### config.mk
export PLATFORM = sky130hd
export DESIGN_NAME = btm_mode_regs
export DESIGN_NICKNAME = d
export VERILOG_FILES = /design/src/pkg/btm_pkg.sv /design/src/rtl/btm_mode_regs.sv /design/src/rtl/btm_sync.sv /design/src/rtl/btm_xcvr_ctl.sv
export VERILOG_INCLUDE_DIRS = /design/src /design/src/pkg
export SDC_FILE = /design/constraint.sdc
export NUM_CORES = 1
export LEC_CHECK = 0
export ABC_CLOCK_PERIOD_IN_PS = 3200
export BUFFER_PORTS_ARGS = -buffer_cell sky130_fd_sc_hd__buf_2
export CAP_MARGIN = 40
export CORE_ASPECT_RATIO = 0.6
export CORE_UTILIZATION = 55
export CTS_CLUSTER_SIZE = 40
export DETAILED_ROUTE_END_ITERATION = 8
export PLACE_DENSITY = 0.83
export SLEW_MARGIN = 20
export SYNTH_ARGS = -nofsm -noshare
export SYNTH_HDL_FRONTEND = slang
export SYNTH_SLANG_ARGS = --single-unit
export TNS_END_PERCENT = 50
### constraint.sdc
create_clock -name clk_sys -period 3.2 [get_ports clk_sys]
set_input_delay 0.64 -clock clk_sys [delete_from_list [all_inputs] [get_ports clk_sys]]
set_output_delay 0.64 -clock clk_sys [all_outputs]
set_load 0.02 [all_outputs]
### src/pkg/btm_params.svh
// Constants of the transceiver mode register pair: map, fields, reset values.
// Assumes inclusion by bare name from the design files that need them.
`ifndef BTM_PARAMS_SVH
`define BTM_PARAMS_SVH
`define BTM_ADDR_CTRL_A   7'h04
`define BTM_ADDR_CTRL_B   7'h05
`define BTM_FRAME_BITS    5'd16
`define BTM_TX_LOAD_CNT   5'd8
`define BTM_CNT_MAX       5'd17
`define BTM_WR_BIT        7
`define BTM_A_FLASH       7
`define BTM_A_LSM         6
`define BTM_A_TXD_TO      5
`define BTM_B_PEAK        5
`define BTM_A_POR         8'h20
`define BTM_B_POR         8'h00
`define BTM_A_FAILSAFE    8'h09
`define BTM_B_FAILSAFE    8'h01
`define BTM_A_WR_MASK     8'hfb
`define BTM_B_WR_MASK     8'h03
`define BTM_B_PEAK_MASK   8'h20
`define BTM_A_HW_MASK     8'h1b
`define BTM_A_LOW_MASK    8'h1f
`define BTM_B_HW_MASK     8'h03
`define BTM_B_RESTART     8'hdf
`define BTM_A_RD_MASK     8'hfb
`define BTM_B_RD_MASK     8'h23
`endif

### src/pkg/btm_pkg.sv
// Types shared by the transceiver mode register design.
// Assumes no other package; constants live in btm_params.svh.
package btm_pkg;

   // Two-bit transceiver mode encoding shared by CAN and both LINs.
   typedef enum logic [1:0] {
      BTM_XCVR_OFF    = 2'b00,
      BTM_XCVR_WAKE   = 2'b01,
      BTM_XCVR_RXONLY = 2'b10,
      BTM_XCVR_NORMAL = 2'b11
   } btm_xcvr_mode_t;

   // Operating mode of the surrounding system chip.
   typedef enum logic [1:0] {
      BTM_SBC_INIT   = 2'b00,
      BTM_SBC_NORMAL = 2'b01,
      BTM_SBC_STOP   = 2'b10,
      BTM_SBC_OTHER  = 2'b11
   } btm_sbc_mode_t;

   // Whole state of the register core.
   typedef struct packed {
      logic        cs_prev;
      logic        sclk_prev;
      logic [15:0] rx;
      logic [4:0]  bit_cnt;
      logic [7:0]  tx;
      logic        miso;
      logic        miso_oe;
      logic        err_seen;
      logic        frame_err;
      logic        cfg_commit;
      logic [7:0]  reg_a;
      logic [7:0]  reg_b;
   } btm_core_st_t;

   // Whole state of one transceiver mode decoder.
   typedef struct packed {
      logic tx_en;
      logic rx_en;
      logic wake_en;
   } btm_xcvr_st_t;

endpackage

### src/rtl/btm_mode_regs.sv
// Transceiver mode register pair reached over the device serial port.
// Assumes a 200 MHz clk_sys that oversamples the serial pins, and mode and
// event inputs from the supervisor logic on the same clock.
`include "btm_params.svh"

module btm_mode_regs (
   input  wire logic                    clk_sys,
   input  wire logic                    arst_n,
   input  wire logic                    chip_select_n,
   input  wire logic                    spi_clk,
   input  wire logic                    spi_mosi,
   output logic                         spi_miso,
   output logic                         spi_miso_oe,
   input  wire btm_pkg::btm_sbc_mode_t  sbc_mode,
   input  wire logic                    evt_soft_reset,
   input  wire logic                    evt_restart,
   input  wire logic                    evt_failsafe,
   input  wire logic                    hw_mode_upd,
   input  wire btm_pkg::btm_xcvr_mode_t cause_can_mode,
   input  wire btm_pkg::btm_xcvr_mode_t cause_lin_a_mode,
   input  wire btm_pkg::btm_xcvr_mode_t cause_lin_b_mode,
   output logic                         lin_flash_bypass,
   output logic                         lin_low_slope_sel,
   output logic                         lin_tx_timeout_en,
   output btm_pkg::btm_xcvr_mode_t      can_mode,
   output btm_pkg::btm_xcvr_mode_t      lin_a_mode,
   output btm_pkg::btm_xcvr_mode_t      lin_b_mode,
   output logic                         supply_peak_threshold_sel,
   output logic                         can_tx_en,
   output logic                         can_rx_en,
   output logic                         can_wake_en,
   output logic                         lin_a_tx_en,
   output logic                         lin_a_rx_en,
   output logic                         lin_a_wake_en,
   output logic                         lin_b_tx_en,
   output logic                         lin_b_rx_en,
   output logic                         lin_b_wake_en,
   output logic                         spi_frame_err,
   output logic                         cfg_commit
);
   import btm_pkg::*;

   // Reset state of the whole core.
   localparam btm_core_st_t CORE_RST = '{
      cs_prev:    1'b1,
      sclk_prev:  1'b0,
      rx:         16'h0000,
      bit_cnt:    5'h00,
      tx:         8'h00,
      miso:       1'b0,
      miso_oe:    1'b0,
      err_seen:   1'b0,
      frame_err:  1'b0,
      cfg_commit: 1'b0,
      reg_a:      `BTM_A_POR,
      reg_b:      `BTM_B_POR
   };

   logic         rst_n;
   logic [2:0]   pin_s;
   logic         cs_s;
   logic         sclk_s;
   logic         mosi_s;
   logic         cs_fall;
   logic         cs_rise;
   logic         sclk_rise;
   logic         sclk_fall;
   logic [6:0]   frame_addr;
   logic         frame_wr;
   logic [7:0]   frame_data;
   logic         peak_wr_ok;
   logic [7:0]   status_byte;
   logic [7:0]   rd_byte;
   logic [7:0]   a_modes;
   logic [7:0]   b_modes;
   btm_core_st_t st_q;
   btm_core_st_t st_d;

   // Replaces the bits selected by mask and keeps all others.
   function automatic logic [7:0] merge_bits(input logic [7:0] old_v,
                                             input logic [7:0] new_v,
                                             input logic [7:0] mask);
      return (old_v & ~mask) | (new_v & mask);
   endfunction

   // Read value of a register; reserved bits and foreign addresses read zero.
   function automatic logic [7:0] read_reg(input logic [6:0] addr,
                                           input logic [7:0] a_v,
                                           input logic [7:0] b_v);
      logic [7:0] r;
      r = 8'h00;
      case (addr)
         `BTM_ADDR_CTRL_A: r = a_v & `BTM_A_RD_MASK;
         `BTM_ADDR_CTRL_B: r = b_v & `BTM_B_RD_MASK;
         default:          r = 8'h00;
      endcase
      return r;
   endfunction

   // Reset release passes two flops; assertion stays asynchronous.
   btm_sync #(
      .W       (1),
      .RST_VAL (1'b0)
   ) u_rst_sync (
      .clk_sys (clk_sys),
      .rst_n   (arst_n),
      .d       (1'b1),
      .q       (rst_n)
   );

   // Serial pins come from the host and are synchronised before use.
   btm_sync #(
      .W       (3),
      .RST_VAL (3'b100)
   ) u_pin_sync (
      .clk_sys (clk_sys),
      .rst_n   (rst_n),
      .d       ({chip_select_n, spi_clk, spi_mosi}),
      .q       (pin_s)
   );

   assign cs_s   = pin_s[2];
   assign sclk_s = pin_s[1];
   assign mosi_s = pin_s[0];

   // Edges of the synchronised chip select and serial clock.
   assign cs_fall   = st_q.cs_prev & ~cs_s;
   assign cs_rise   = ~st_q.cs_prev & cs_s;
   assign sclk_rise = ~st_q.sclk_prev & sclk_s & ~cs_s;
   assign sclk_fall = st_q.sclk_prev & ~sclk_s & ~cs_s;

   // Fields of a received frame, least significant bit first on the wire.
   assign frame_addr = st_q.rx[6:0];
   assign frame_wr   = st_q.rx[`BTM_WR_BIT];
   assign frame_data = st_q.rx[15:8];

   // Serial writes change the peak threshold only in init and normal modes.
   assign peak_wr_ok = (sbc_mode == BTM_SBC_INIT) || (sbc_mode == BTM_SBC_NORMAL);

   // First byte out reports a frame error seen since the last frame.
   assign status_byte = {7'h00, st_q.err_seen};
   assign rd_byte     = read_reg(st_q.rx[14:8], st_q.reg_a, st_q.reg_b); // Address after 8 bits.

   // Cause-dependent mode values laid out at their register positions.
   assign a_modes = {3'b000, cause_lin_a_mode, 1'b0, cause_can_mode};
   assign b_modes = {6'h00, cause_lin_b_mode};

   // Serial shifting, frame commit and hardware updates of the registers.
   always_comb begin
      st_d            = st_q;
      st_d.cs_prev    = cs_s;
      st_d.sclk_prev  = sclk_s;
      st_d.frame_err  = 1'b0;
      st_d.cfg_commit = 1'b0;

      // Frame start clears the receiver and drives the status byte.
      if (cs_fall) begin
         st_d.rx       = 16'h0000;
         st_d.bit_cnt  = 5'h00;
         st_d.miso     = status_byte[0];
         st_d.tx       = {1'b0, status_byte[7:1]};
         st_d.miso_oe  = 1'b1;
         st_d.err_seen = 1'b0;
      end else if (!cs_s) begin
         // Data in is taken on the rising serial clock edge.
         if (sclk_rise) begin
            st_d.rx = {mosi_s, st_q.rx[15:1]};
            if (st_q.bit_cnt != `BTM_CNT_MAX) begin
               st_d.bit_cnt = st_q.bit_cnt + 5'd1;
            end
         end
         // Data out changes on the falling edge; the second byte holds
         // the register contents from before this frame's write.
         if (sclk_fall) begin
            if (st_q.bit_cnt == `BTM_TX_LOAD_CNT) begin
               st_d.miso = rd_byte[0];
               st_d.tx   = {1'b0, rd_byte[7:1]};
            end else begin
               st_d.miso = st_q.tx[0];
               st_d.tx   = {1'b0, st_q.tx[7:1]};
            end
         end
      end

      // Frame end releases the output and commits a complete write.
      if (cs_rise) begin
         st_d.miso_oe = 1'b0;
         st_d.miso    = 1'b0;
         if (st_q.bit_cnt == `BTM_FRAME_BITS) begin
            if (frame_wr && (frame_addr == `BTM_ADDR_CTRL_A)) begin
               // Flash, low-slope, time-out and mode fields take effect now.
               st_d.reg_a      = merge_bits(st_q.reg_a, frame_data,
                                            `BTM_A_WR_MASK);
               st_d.cfg_commit = 1'b1;
            end else if (frame_wr && (frame_addr == `BTM_ADDR_CTRL_B)) begin
               st_d.reg_b = merge_bits(st_q.reg_b, frame_data,
                                       `BTM_B_WR_MASK);
               // A blocked peak write is dropped silently with no error.
               if (peak_wr_ok) begin
                  st_d.reg_b = merge_bits(st_d.reg_b, frame_data,
                                          `BTM_B_PEAK_MASK);
               end
               st_d.cfg_commit = 1'b1;
            end
         end else begin
            st_d.frame_err = 1'b1;
            st_d.err_seen  = 1'b1;
         end
      end

      // Fail-safe, restart and soft reset override a same-cycle serial write; a mode update overrides only its mode fields.
      if (evt_failsafe) begin
         // Wake capable CAN and LINs so the device can be woken again.
         st_d.reg_a = merge_bits(st_q.reg_a, `BTM_A_FAILSAFE, `BTM_A_LOW_MASK);
         st_d.reg_b = `BTM_B_FAILSAFE;
      end else if (evt_restart) begin
         // Restart keeps the LIN options and the peak bit.
         st_d.reg_a = merge_bits(st_q.reg_a, a_modes, `BTM_A_LOW_MASK);
         st_d.reg_b = merge_bits(st_q.reg_b, b_modes, `BTM_B_RESTART);
      end else if (evt_soft_reset) begin
         st_d.reg_a = `BTM_A_POR;
         st_d.reg_b = `BTM_B_POR;
      end else if (hw_mode_upd) begin
         // Supervisor rewrites only the mode fields.
         st_d.reg_a = merge_bits(st_d.reg_a, a_modes, `BTM_A_HW_MASK);
         st_d.reg_b = merge_bits(st_d.reg_b, b_modes, `BTM_B_HW_MASK);
      end
   end

   // One register holds the whole core state.
   always_ff @(posedge clk_sys or negedge rst_n) begin
      if (!rst_n) begin
         st_q <= CORE_RST;
      end else begin
         st_q <= st_d;
      end
   end

   // Serial output pin and frame pulses straight from the state.
   assign spi_miso      = st_q.miso;
   assign spi_miso_oe   = st_q.miso_oe;
   assign spi_frame_err = st_q.frame_err;
   assign cfg_commit    = st_q.cfg_commit;

   // Shared LIN options apply to both LIN transceivers.
   assign lin_flash_bypass  = st_q.reg_a[`BTM_A_FLASH];
   assign lin_low_slope_sel = st_q.reg_a[`BTM_A_LSM];
   assign lin_tx_timeout_en = st_q.reg_a[`BTM_A_TXD_TO];

   // Mode fields and the supply peak threshold select.
   assign lin_a_mode                = btm_xcvr_mode_t'(st_q.reg_a[4:3]);
   assign can_mode                  = btm_xcvr_mode_t'(st_q.reg_a[1:0]);
   assign lin_b_mode                = btm_xcvr_mode_t'(st_q.reg_b[1:0]);
   assign supply_peak_threshold_sel = st_q.reg_b[`BTM_B_PEAK];

   // Enables of the CAN transceiver.
   btm_xcvr_ctl u_can_ctl (
      .clk_sys (clk_sys),
      .rst_n   (rst_n),
      .mode    (btm_xcvr_mode_t'(st_q.reg_a[1:0])),
      .tx_en   (can_tx_en),
      .rx_en   (can_rx_en),
      .wake_en (can_wake_en)
   );

   // Enables of the first LIN transceiver.
   btm_xcvr_ctl u_lin_a_ctl (
      .clk_sys (clk_sys),
      .rst_n   (rst_n),
      .mode    (btm_xcvr_mode_t'(st_q.reg_a[4:3])),
      .tx_en   (lin_a_tx_en),
      .rx_en   (lin_a_rx_en),
      .wake_en (lin_a_wake_en)
   );

   // Enables of the second LIN transceiver.
   btm_xcvr_ctl u_lin_b_ctl (
      .clk_sys (clk_sys),
      .rst_n   (rst_n),
      .mode    (btm_xcvr_mode_t'(st_q.reg_b[1:0])),
      .tx_en   (lin_b_tx_en),
      .rx_en   (lin_b_rx_en),
      .wake_en (lin_b_wake_en)
   );

endmodule // btm_mode_regs

### src/rtl/btm_sync.sv
// Two-flop synchroniser with a constant reset value.
// Assumes its input is asynchronous to clk_sys.
module btm_sync #(
   parameter int unsigned    W       = 1,
   parameter logic [W-1:0]   RST_VAL = '0
) (
   input  wire logic         clk_sys,
   input  wire logic         rst_n,
   input  wire logic [W-1:0] d,
   output logic      [W-1:0] q
);
   typedef struct packed {
      logic [W-1:0] s1;
      logic [W-1:0] s2;
   } btm_sync_st_t;

   btm_sync_st_t st_q;
   btm_sync_st_t st_d;

   // The first stage is read only by the second stage.
   always_comb begin
      st_d    = st_q;
      st_d.s1 = d;
      st_d.s2 = st_q.s1;
   end

   // Both stages take the constant reset value.
   always_ff @(posedge clk_sys or negedge rst_n) begin
      if (!rst_n) begin
         st_q <= '{s1: RST_VAL, s2: RST_VAL};
      end else begin
         st_q <= st_d;
      end
   end

   assign q = st_q.s2;
endmodule // btm_sync

### src/rtl/btm_xcvr_ctl.sv
// Decodes one transceiver mode field into registered enables.
// Assumes the mode comes from a register on the same clock.
module btm_xcvr_ctl (
   input  wire logic                    clk_sys,
   input  wire logic                    rst_n,
   input  wire btm_pkg::btm_xcvr_mode_t mode,
   output logic                         tx_en,
   output logic                         rx_en,
   output logic                         wake_en
);
   import btm_pkg::*;

   btm_xcvr_st_t st_q;
   btm_xcvr_st_t st_d;

   // Off drives nothing, receive-only listens, normal also transmits.
   always_comb begin
      st_d = st_q;
      case (mode)
         BTM_XCVR_OFF:    st_d = '{tx_en: 1'b0, rx_en: 1'b0, wake_en: 1'b0};
         BTM_XCVR_WAKE:   st_d = '{tx_en: 1'b0, rx_en: 1'b0, wake_en: 1'b1};
         BTM_XCVR_RXONLY: st_d = '{tx_en: 1'b0, rx_en: 1'b1, wake_en: 1'b0};
         BTM_XCVR_NORMAL: st_d = '{tx_en: 1'b1, rx_en: 1'b1, wake_en: 1'b0};
         default:         st_d = '{tx_en: 1'b0, rx_en: 1'b0, wake_en: 1'b0};
      endcase
   end

   // Enables start cleared so no transceiver is active out of reset.
   always_ff @(posedge clk_sys or negedge rst_n) begin
      if (!rst_n) begin
         st_q <= '{tx_en: 1'b0, rx_en: 1'b0, wake_en: 1'b0};
      end else begin
         st_q <= st_d;
      end
   end

   assign tx_en   = st_q.tx_en;
   assign rx_en   = st_q.rx_en;
   assign wake_en = st_q.wake_en;
endmodule // btm_xcvr_ctl

==> results.json, run 1 <==
{
  "muxShareOfSynthArea_pct": 1.865,
  "synth_area_um2": 2750,
  "drive_above_1_share_pct": 24.83,
  "worst-path-stages": 5,
  "synth-edff-count": 0,
  "grt.total_usage_pct": 24.25,
  "htree_levels": 3,
  "cp_slowest_stage_delay_ps": 620,
  "slew_viol_final": 0,
  "stdcell_count": 361,
  "post_synth.cell_area_avg_um2": 10.58,
  "io_buffers": 38,
  "crit_path_end": "lin_flash_bypass$_DFFE_PN0P_",
  "first_pass_iters": 4,
  "synth_xor_area_share_pct": 1.274,
  "path_cells": "ha_1 > nor2b_1 > nand4_2 > a211o_1 > a22o_1",
  "wl_per_cell_um": 15.54,
  "dp.cells": 344,
  "p_per_area_nw_per_um2": 527.9,
  "diodes": 0,
  "cts_setup_buffers": 0,
  "cts_tree": "yes",
  "clk_path_buf_depth": 2,
  "fillers": 357,
  "path_buf_inv": 0,
  "synthCells": 260,
  "drt_iter0_drc": 99,
  "fin_area_um2": 3159,
  "die_y_um": 56.78,
  "hold_buffers": 0,
  "cp.arrival_ps": 2460,
  "clock.fmax_ghz": 0.4492,
  "root_buffer": "clkbuf_8",
  "outcome": "completed",
  "synth_seq_area_share_pct": 56.60,
  "num_io_pins": 40,
  "numCtsBuffers": 9,
  "skew_ps": 3.954,
  "leakagePower_uw": 0.001429,
  "synthAdderAreaFrac_pct": 2.730,
  "antenna_found_initial": 0,
  "synth_top_family_by_area": "simple AND/OR/NAND/NOR gates",
  "cap_violations": 0,
  "synth-compound-area-share_pct": 11.78,
  "initial_core_util_pct": 58.72,
  "cp-end-kind": "flop",
  "relSlewSlack_pct": 41.90,
  "ys_seq_elements": 62,
  "yosysWarnings": 0,
  "ys_top_cells_by_area": "dfrtp_1, nand2_1, a21oi_1, dfstp_2, ha_1",
  "cp_top_family": "compound AO/OA/AOI/OAI gates",
  "synthDominantCellAreaShare_pct": 52.78,
  "placed_area_um2": 2949,
  "final_nets": 316,
  "die_area_um2": 5297,
  "areaGrowthSynthToFinish_pct": 14.88,
  "grt_pass1_wl_mm": 9.363,
  "clock_sinks": 62,
  "ant_nets": 0,
  "drt-total-wl_mm": 5.610,
  "worstSetupStartpoint": "u_pin_sync.q[2]$_DFF_PN1_",
  "ys_types": 52,
  "core_area_um2": 4683,
  "min_period_over_period_pct": 69.57,
  "overflow": 0,
  "final.setup.tns_ps": 0,
  "gp_congestion": 0.7993,
  "critical_path_required_ps": 3430,
  "setup_viol_count_final": 0,
  "via_per_inst": 5.607,
  "grt_pass1_vias": 1954,
  "drc": 0,
  "peakVddDrop_uv": 349.2,
  "power.total_uw": 1668,
  "vias": 2024,
  "dp_hpwl_mm": 3.887,
  "tightestPinTransition_ps": 869.6,
  "rsz0062_at_grt": "no",
  "num_rows": 19,
  "r2r_setup_slack_ps": 970,
  "r2r-end": "lin_flash_bypass$_DFFE_PN0P_",
  "async_flop_share_pct": 100.0,
  "critPathKind": "reg -> reg",
  "hold_class": "reg -> async",
  "synthFlopType": "dfrtp_1",
  "regToRegStartpoint": "u_pin_sync.q[2]$_DFF_PN1_",
  "insertion_delay_ps": 340,
  "rr_worst_depth": 5,
  "cp_slowest_cell": "dfstp_2",
  "final_common_cell": "dfrtp_1",
  "worstPathMaxFanout": 9,
  "yosysTopAreaCell": "dfrtp_1",
  "clkTransAtPathRegs_ps": 70,
  "hold_viol": 0,
  "cp-start-kind": "flop",
  "syn_nets": 283,
  "final_cell_mix": "dfrtp_1, nand2_1, buf_2",
  "synthSimpleGateAreaFrac_pct": 20.79,
  "die_x_um": 93.29,
  "cts_resized": 0,
  "grt_max_degree": 38,
  "period_minus_slack_ps": 2226
}
-- final cells by class --
type,count,area [um^2],share of cell area (%)
inverter,9,33.78,1.069
clock buffer,10,127.6,4.040
tap,63,78.83,2.495
multi-input combinational,169,1066,33.74
sequential,62,1558,49.31
clock inverter,6,62.56,1.980
timing repair buffer,42,232.7,7.366
-- cells by family (layout without fill, tap and decap cells) --
| kind of cell | Yosys count | in the layout |
|---|---|---|
| xor gates and xnor gates | 4 | 4 |
| muxes | 5 | 5 |
| AOI/OAI and AO/OA | 50 | 50 |
| adders and majority gates | 6 | 6 |
| and+or+nand+nor | 103 | 103 |
| buffers and inverters | 29 | 67 |
| DFF | 62 | 62 |
| other | 1 | 1 |
-- per-layer routing --
metal | vias to the layer above | wire length, um | GRT usage (%)
met5 | - | 0 | 0
met4 | 0 | 68 | 9.451
met3 | 12 | 321 | 9.079
met2 | 62 | 2490 | 34.66
met1 | 985 | 2730 | 33.60
li1 | 965 | - | -
-- per-stage QoR --
stage	hold WS, ps	worst slack, ps	util (%)
floorplan	331.2	1310	-
global placement	335.0	1067	62.97
detailed placement	335.4	1006	62.97
CTS	53.31	994.6	67.03
global route	46.21	792.3	67.46
finish	56.03	973.7	67.46
-- registers in the layout, summed over array words and instances, names as in the netlist, 2 cells and up --
signal,cells
frame_data,8
u_pin_sync.st_d,3
can_mode,2
st_q,15
frame_addr,7
lin_b_mode,2
u_pin_sync.q,3
lin_a_mode,2
-- worst min path at each step --
stage                     cells after the start                         start  slack (ps)                           end
after floorplan                               0  u_pin_sync.st_d[0]$_DFF_PN0_         330     u_pin_sync.q[0]$_DFF_PN0_
after global routing                          1                        arst_n          50  u_rst_sync.st_d[0]$_DFF_PN0_
after detailed placement                      0  u_rst_sync.st_d[0]$_DFF_PN0_         340        u_rst_sync.q$_DFF_PN0_
after CTS                                     1                        arst_n          50  u_rst_sync.st_d[0]$_DFF_PN0_
final                                         0        u_rst_sync.q$_DFF_PN0_          60     u_pin_sync.q[1]$_DFF_PN0_
after global placement                        0  u_pin_sync.st_d[1]$_DFF_PN0_         330     u_pin_sync.q[1]$_DFF_PN0_
-- where the power goes --
| group | internal (uW) | switching, uW |
|---|---|---|
| Combinational | 58.6 | 99.6 |
| Sequential | 824 | 28.0 |
| Clock | 356 | 301 |
-- cell usage after synthesis (5+ instances only) --
| library cell | instances |
|---|---|
| a21oi_1 | 25 |
| a221oi_1 | 6 |
| buf_4 | 6 |
| clkbuf_1 | 12 |
| dfrtp_1 | 58 |
| ha_1 | 6 |
| inv_1 | 8 |
| nand2_1 | 42 |
| nor2_1 | 13 |
| nor2b_1 | 5 |
| nor3_1 | 8 |
| nor3b_1 | 5 |
-- worst register-to-register path: stages (launching register included) --
cell	delay, ps
dfstp_2	620
ha_1	230
nor2b_1	300
nand4_2	310
a211o_1	410
a22o_1	240
(Power assumes the default switching activity.)
==> inputs of run 2 (changes only) <==
--- a/config.mk
+++ b/config.mk
@@ -6,14 +6,14 @@
 export SDC_FILE = /design/constraint.sdc
 export NUM_CORES = 1
 export LEC_CHECK = 0
-export ABC_CLOCK_PERIOD_IN_PS = 3200
+export ABC_CLOCK_PERIOD_IN_PS = 1800
 export BUFFER_PORTS_ARGS = -buffer_cell sky130_fd_sc_hd__buf_2
 export CAP_MARGIN = 40
 export CORE_ASPECT_RATIO = 0.6
-export CORE_UTILIZATION = 55
+export CORE_UTILIZATION = 51
 export CTS_CLUSTER_SIZE = 40
 export DETAILED_ROUTE_END_ITERATION = 8
-export PLACE_DENSITY = 0.83
+export PLACE_DENSITY = 0.81
 export SLEW_MARGIN = 20
 export SYNTH_ARGS = -nofsm -noshare
 export SYNTH_HDL_FRONTEND = slang
==> constraint.sdc (replaced) <==
create_clock -name clk_sys -period 1.8 [get_ports clk_sys]
set_input_delay 0.36 -clock clk_sys [delete_from_list [all_inputs] [get_ports clk_sys]]
set_output_delay 0.36 -clock clk_sys [all_outputs]
set_load 0.02 [all_outputs]
==> results.json, run 2 (synthesis gave the netlist of run 1 again) <==
{
  "largest_register_ffs": 15,
  "clock_sinks": 62,
  "dp.cells": 363,
  "outcome": "completed",
  "critPathKind": "reg -> reg",
  "root_buffer": "clkbuf_8",
  "clockPowerShare_pct": 37.4,
  "drt_iter0_drc": 136,
  "wl_per_cell_um": 14.23,
  "dp_hpwl_mm": 3.793,
  "drt-total-wl_mm": 5.452,
  "hold_viol": 0,
  "io_buffers": 38,
  "antenna_found_initial": 0,
  "whs_path_depth": 1,
  "r2r_setup_slack_ps": 60,
  "cts_tree": "yes",
  "num_io_pins": 40,
  "grt_pass1_wl_mm": 9.073,
  "clock.fmax_ghz": 0.5759,
  "cap_violations": 0,
  "hold_class": "in -> reg",
  "cp_slowest_cell": "dfrtp_1",
  "gp_congestion": 0.8551,
  "rsz0062_at_grt": "yes",
  "worstPathMaxFanout": 5,
  "drc": 0,
  "pre_cts_ws_ps": -41.29,
  "overflow": 0,
  "grt_pass1_vias": 1907,
  "final.setup.tns_ps": 0,
  "worst_slack_ps": 63.53,
  "num_rows": 20,
  "skew_ps": 11.04,
  "cp_slowest_stage_delay_ps": 400,
  "p_seq_share_pct": 51.7,
  "first_pass_iters": 4,
  "r2r-end": "lin_flash_bypass$_DFFE_PN0P_",
  "initial_core_util_pct": 53.61,
  "final_common_cell": "dfrtp_1",
  "htree_levels": 3,
  "peakVddDrop_uv": 536.7,
  "clkTransAtPathRegs_ps": 60,
  "power_frac_comb_pct": 10.9,
  "die_y_um": 58.88,
  "vias": 2102,
  "cp-end-kind": "flop",
  "rr_worst_depth": 6,
  "setup_viol_count_final": 0,
  "critical_path_required_ps": 2020,
  "p_int_uw": 2168,
  "clk_path_buf_depth": 2,
  "fillers": 400,
  "final_nets": 335,
  "crit_path_end": "lin_flash_bypass$_DFFE_PN0P_",
  "slew_viol_final": 0,
  "diodes": 0,
  "path_cells": "inv_2 > ha_4 > and4bb_4 > nand4_4 > a211o_1 > a22o_1",
  "grt_max_degree": 61,
  "min_period_over_period_pct": 96.47,
  "via_per_inst": 5.488,
  "die_x_um": 96.80,
  "insertion_delay_ps": 340,
  "final_cell_mix": "dfrtp_1, nand2_1, buf_2",
  "regToRegStartpoint": "st_q[30]$_DFFE_PN0P_",
  "drive_above_1_share_pct": 30.60,
  "areaGrowthSynthToFinish_pct": 22.02,
  "grt.total_usage_pct": 20.91,
  "core_area_um2": 5130,
  "p_switching_uw": 746.6,
  "worstSetupStartpoint": "st_q[30]$_DFFE_PN0P_",
  "p_per_area_nw_per_um2": 868.5,
  "stdcell_count": 383,
  "cp-start-kind": "flop",
  "numCtsBuffers": 9,
  "swShare_pct": 25.62,
  "holdWs_ps": 123.6,
  "regMostFlops": "st_q",
  "cp.arrival_ps": 1960,
  "period_minus_slack_ps": 1736,
  "leakagePower_uw": 0.001540,
  "die_area_um2": 5700,
  "ant_nets": 0
}
-- run 2: cell types whose count changed in the layout (fill, tap and decap cells not counted), moves of 2 or more --
cell and change:
ha_1 -2, buf_4 +18, clkbuf_8 +2, clkinvlp_4 -2, ha_4 +2
-- run 2: what timing repair did --
action                                 in CTS  in global routing
hold buffers                                1                  0
pin swaps                                   1                  8
cloned                                      0                  0
endpoints found under the hold margin       2                  0
setup buffers                               1                  2
setup endpoints to repair                   6                 11
resized for setup                           1                  9
-- run 2: area by class of cell --
cell class	count	area, um^2	area share [%]
Clock buffer	13	158.9	4.735
Multi-Input combinational cell	169	1124	33.48
Timing Repair Buffer	61	377.9	11.26
Inverter	9	33.78	1.007
Tap cell	66	82.58	2.461
Clock inverter	3	21.27	0.6339
Sequential cell	62	1558	46.42
-- run 2: how the worst min path moves through the flow --
stage | start | to | slack (ps)
3_3_place_gp | arst_n | u_rst_sync.st_d[0]$_DFF_PN0_ | 150
4_1_cts | chip_select_n | u_pin_sync.st_d[2]$_DFF_PN1_ | 110
3_5_place_dp | arst_n | u_rst_sync.st_d[0]$_DFF_PN0_ | 150
2_1_floorplan | arst_n | u_rst_sync.q$_DFF_PN0_ | 60
5_1_grt | chip_select_n | u_pin_sync.st_d[2]$_DFF_PN1_ | 110
6_report | chip_select_n | u_pin_sync.st_d[2]$_DFF_PN1_ | 120
-- run 2: stage by stage --
step           area, um^2  power (uW)  util, %
4_1_cts              3299        2934    64.32
5_1_grt              3356        3054    65.41
2_1_floorplan        2763        1729        -
3_3_place_gp         3097        1826    60.37
3_5_place_dp         3097        1835    60.37
6_report             3356        2914    65.41
-- run 2: worst max-delay path: cells and delay by family (launching register included) --
family	cells	cell delay (ps)
compound gates	2	580
fa+ha+maj	1	130
buf+inv	1	90
flops	1	400
simple gates	2	430
-- run 2: layer usage --
layer	GRT usage, %	wire length (um)
met1	28.74	2611
met5	0	0
met3	6.888	381
met2	31.39	2417
met4	7.676	42
-- run 2: power by group through the flow --
stage / clock network (uW) / logic (uW) / registers (uW)
finish: 1090 / 319 / 1510
global route: 1190 / 355 / 1510
CTS: 1120 / 308 / 1510
floorplan: 0 / 154 / 1580
global placement: 0 / 298 / 1530
detailed placement: 0 / 304 / 1530
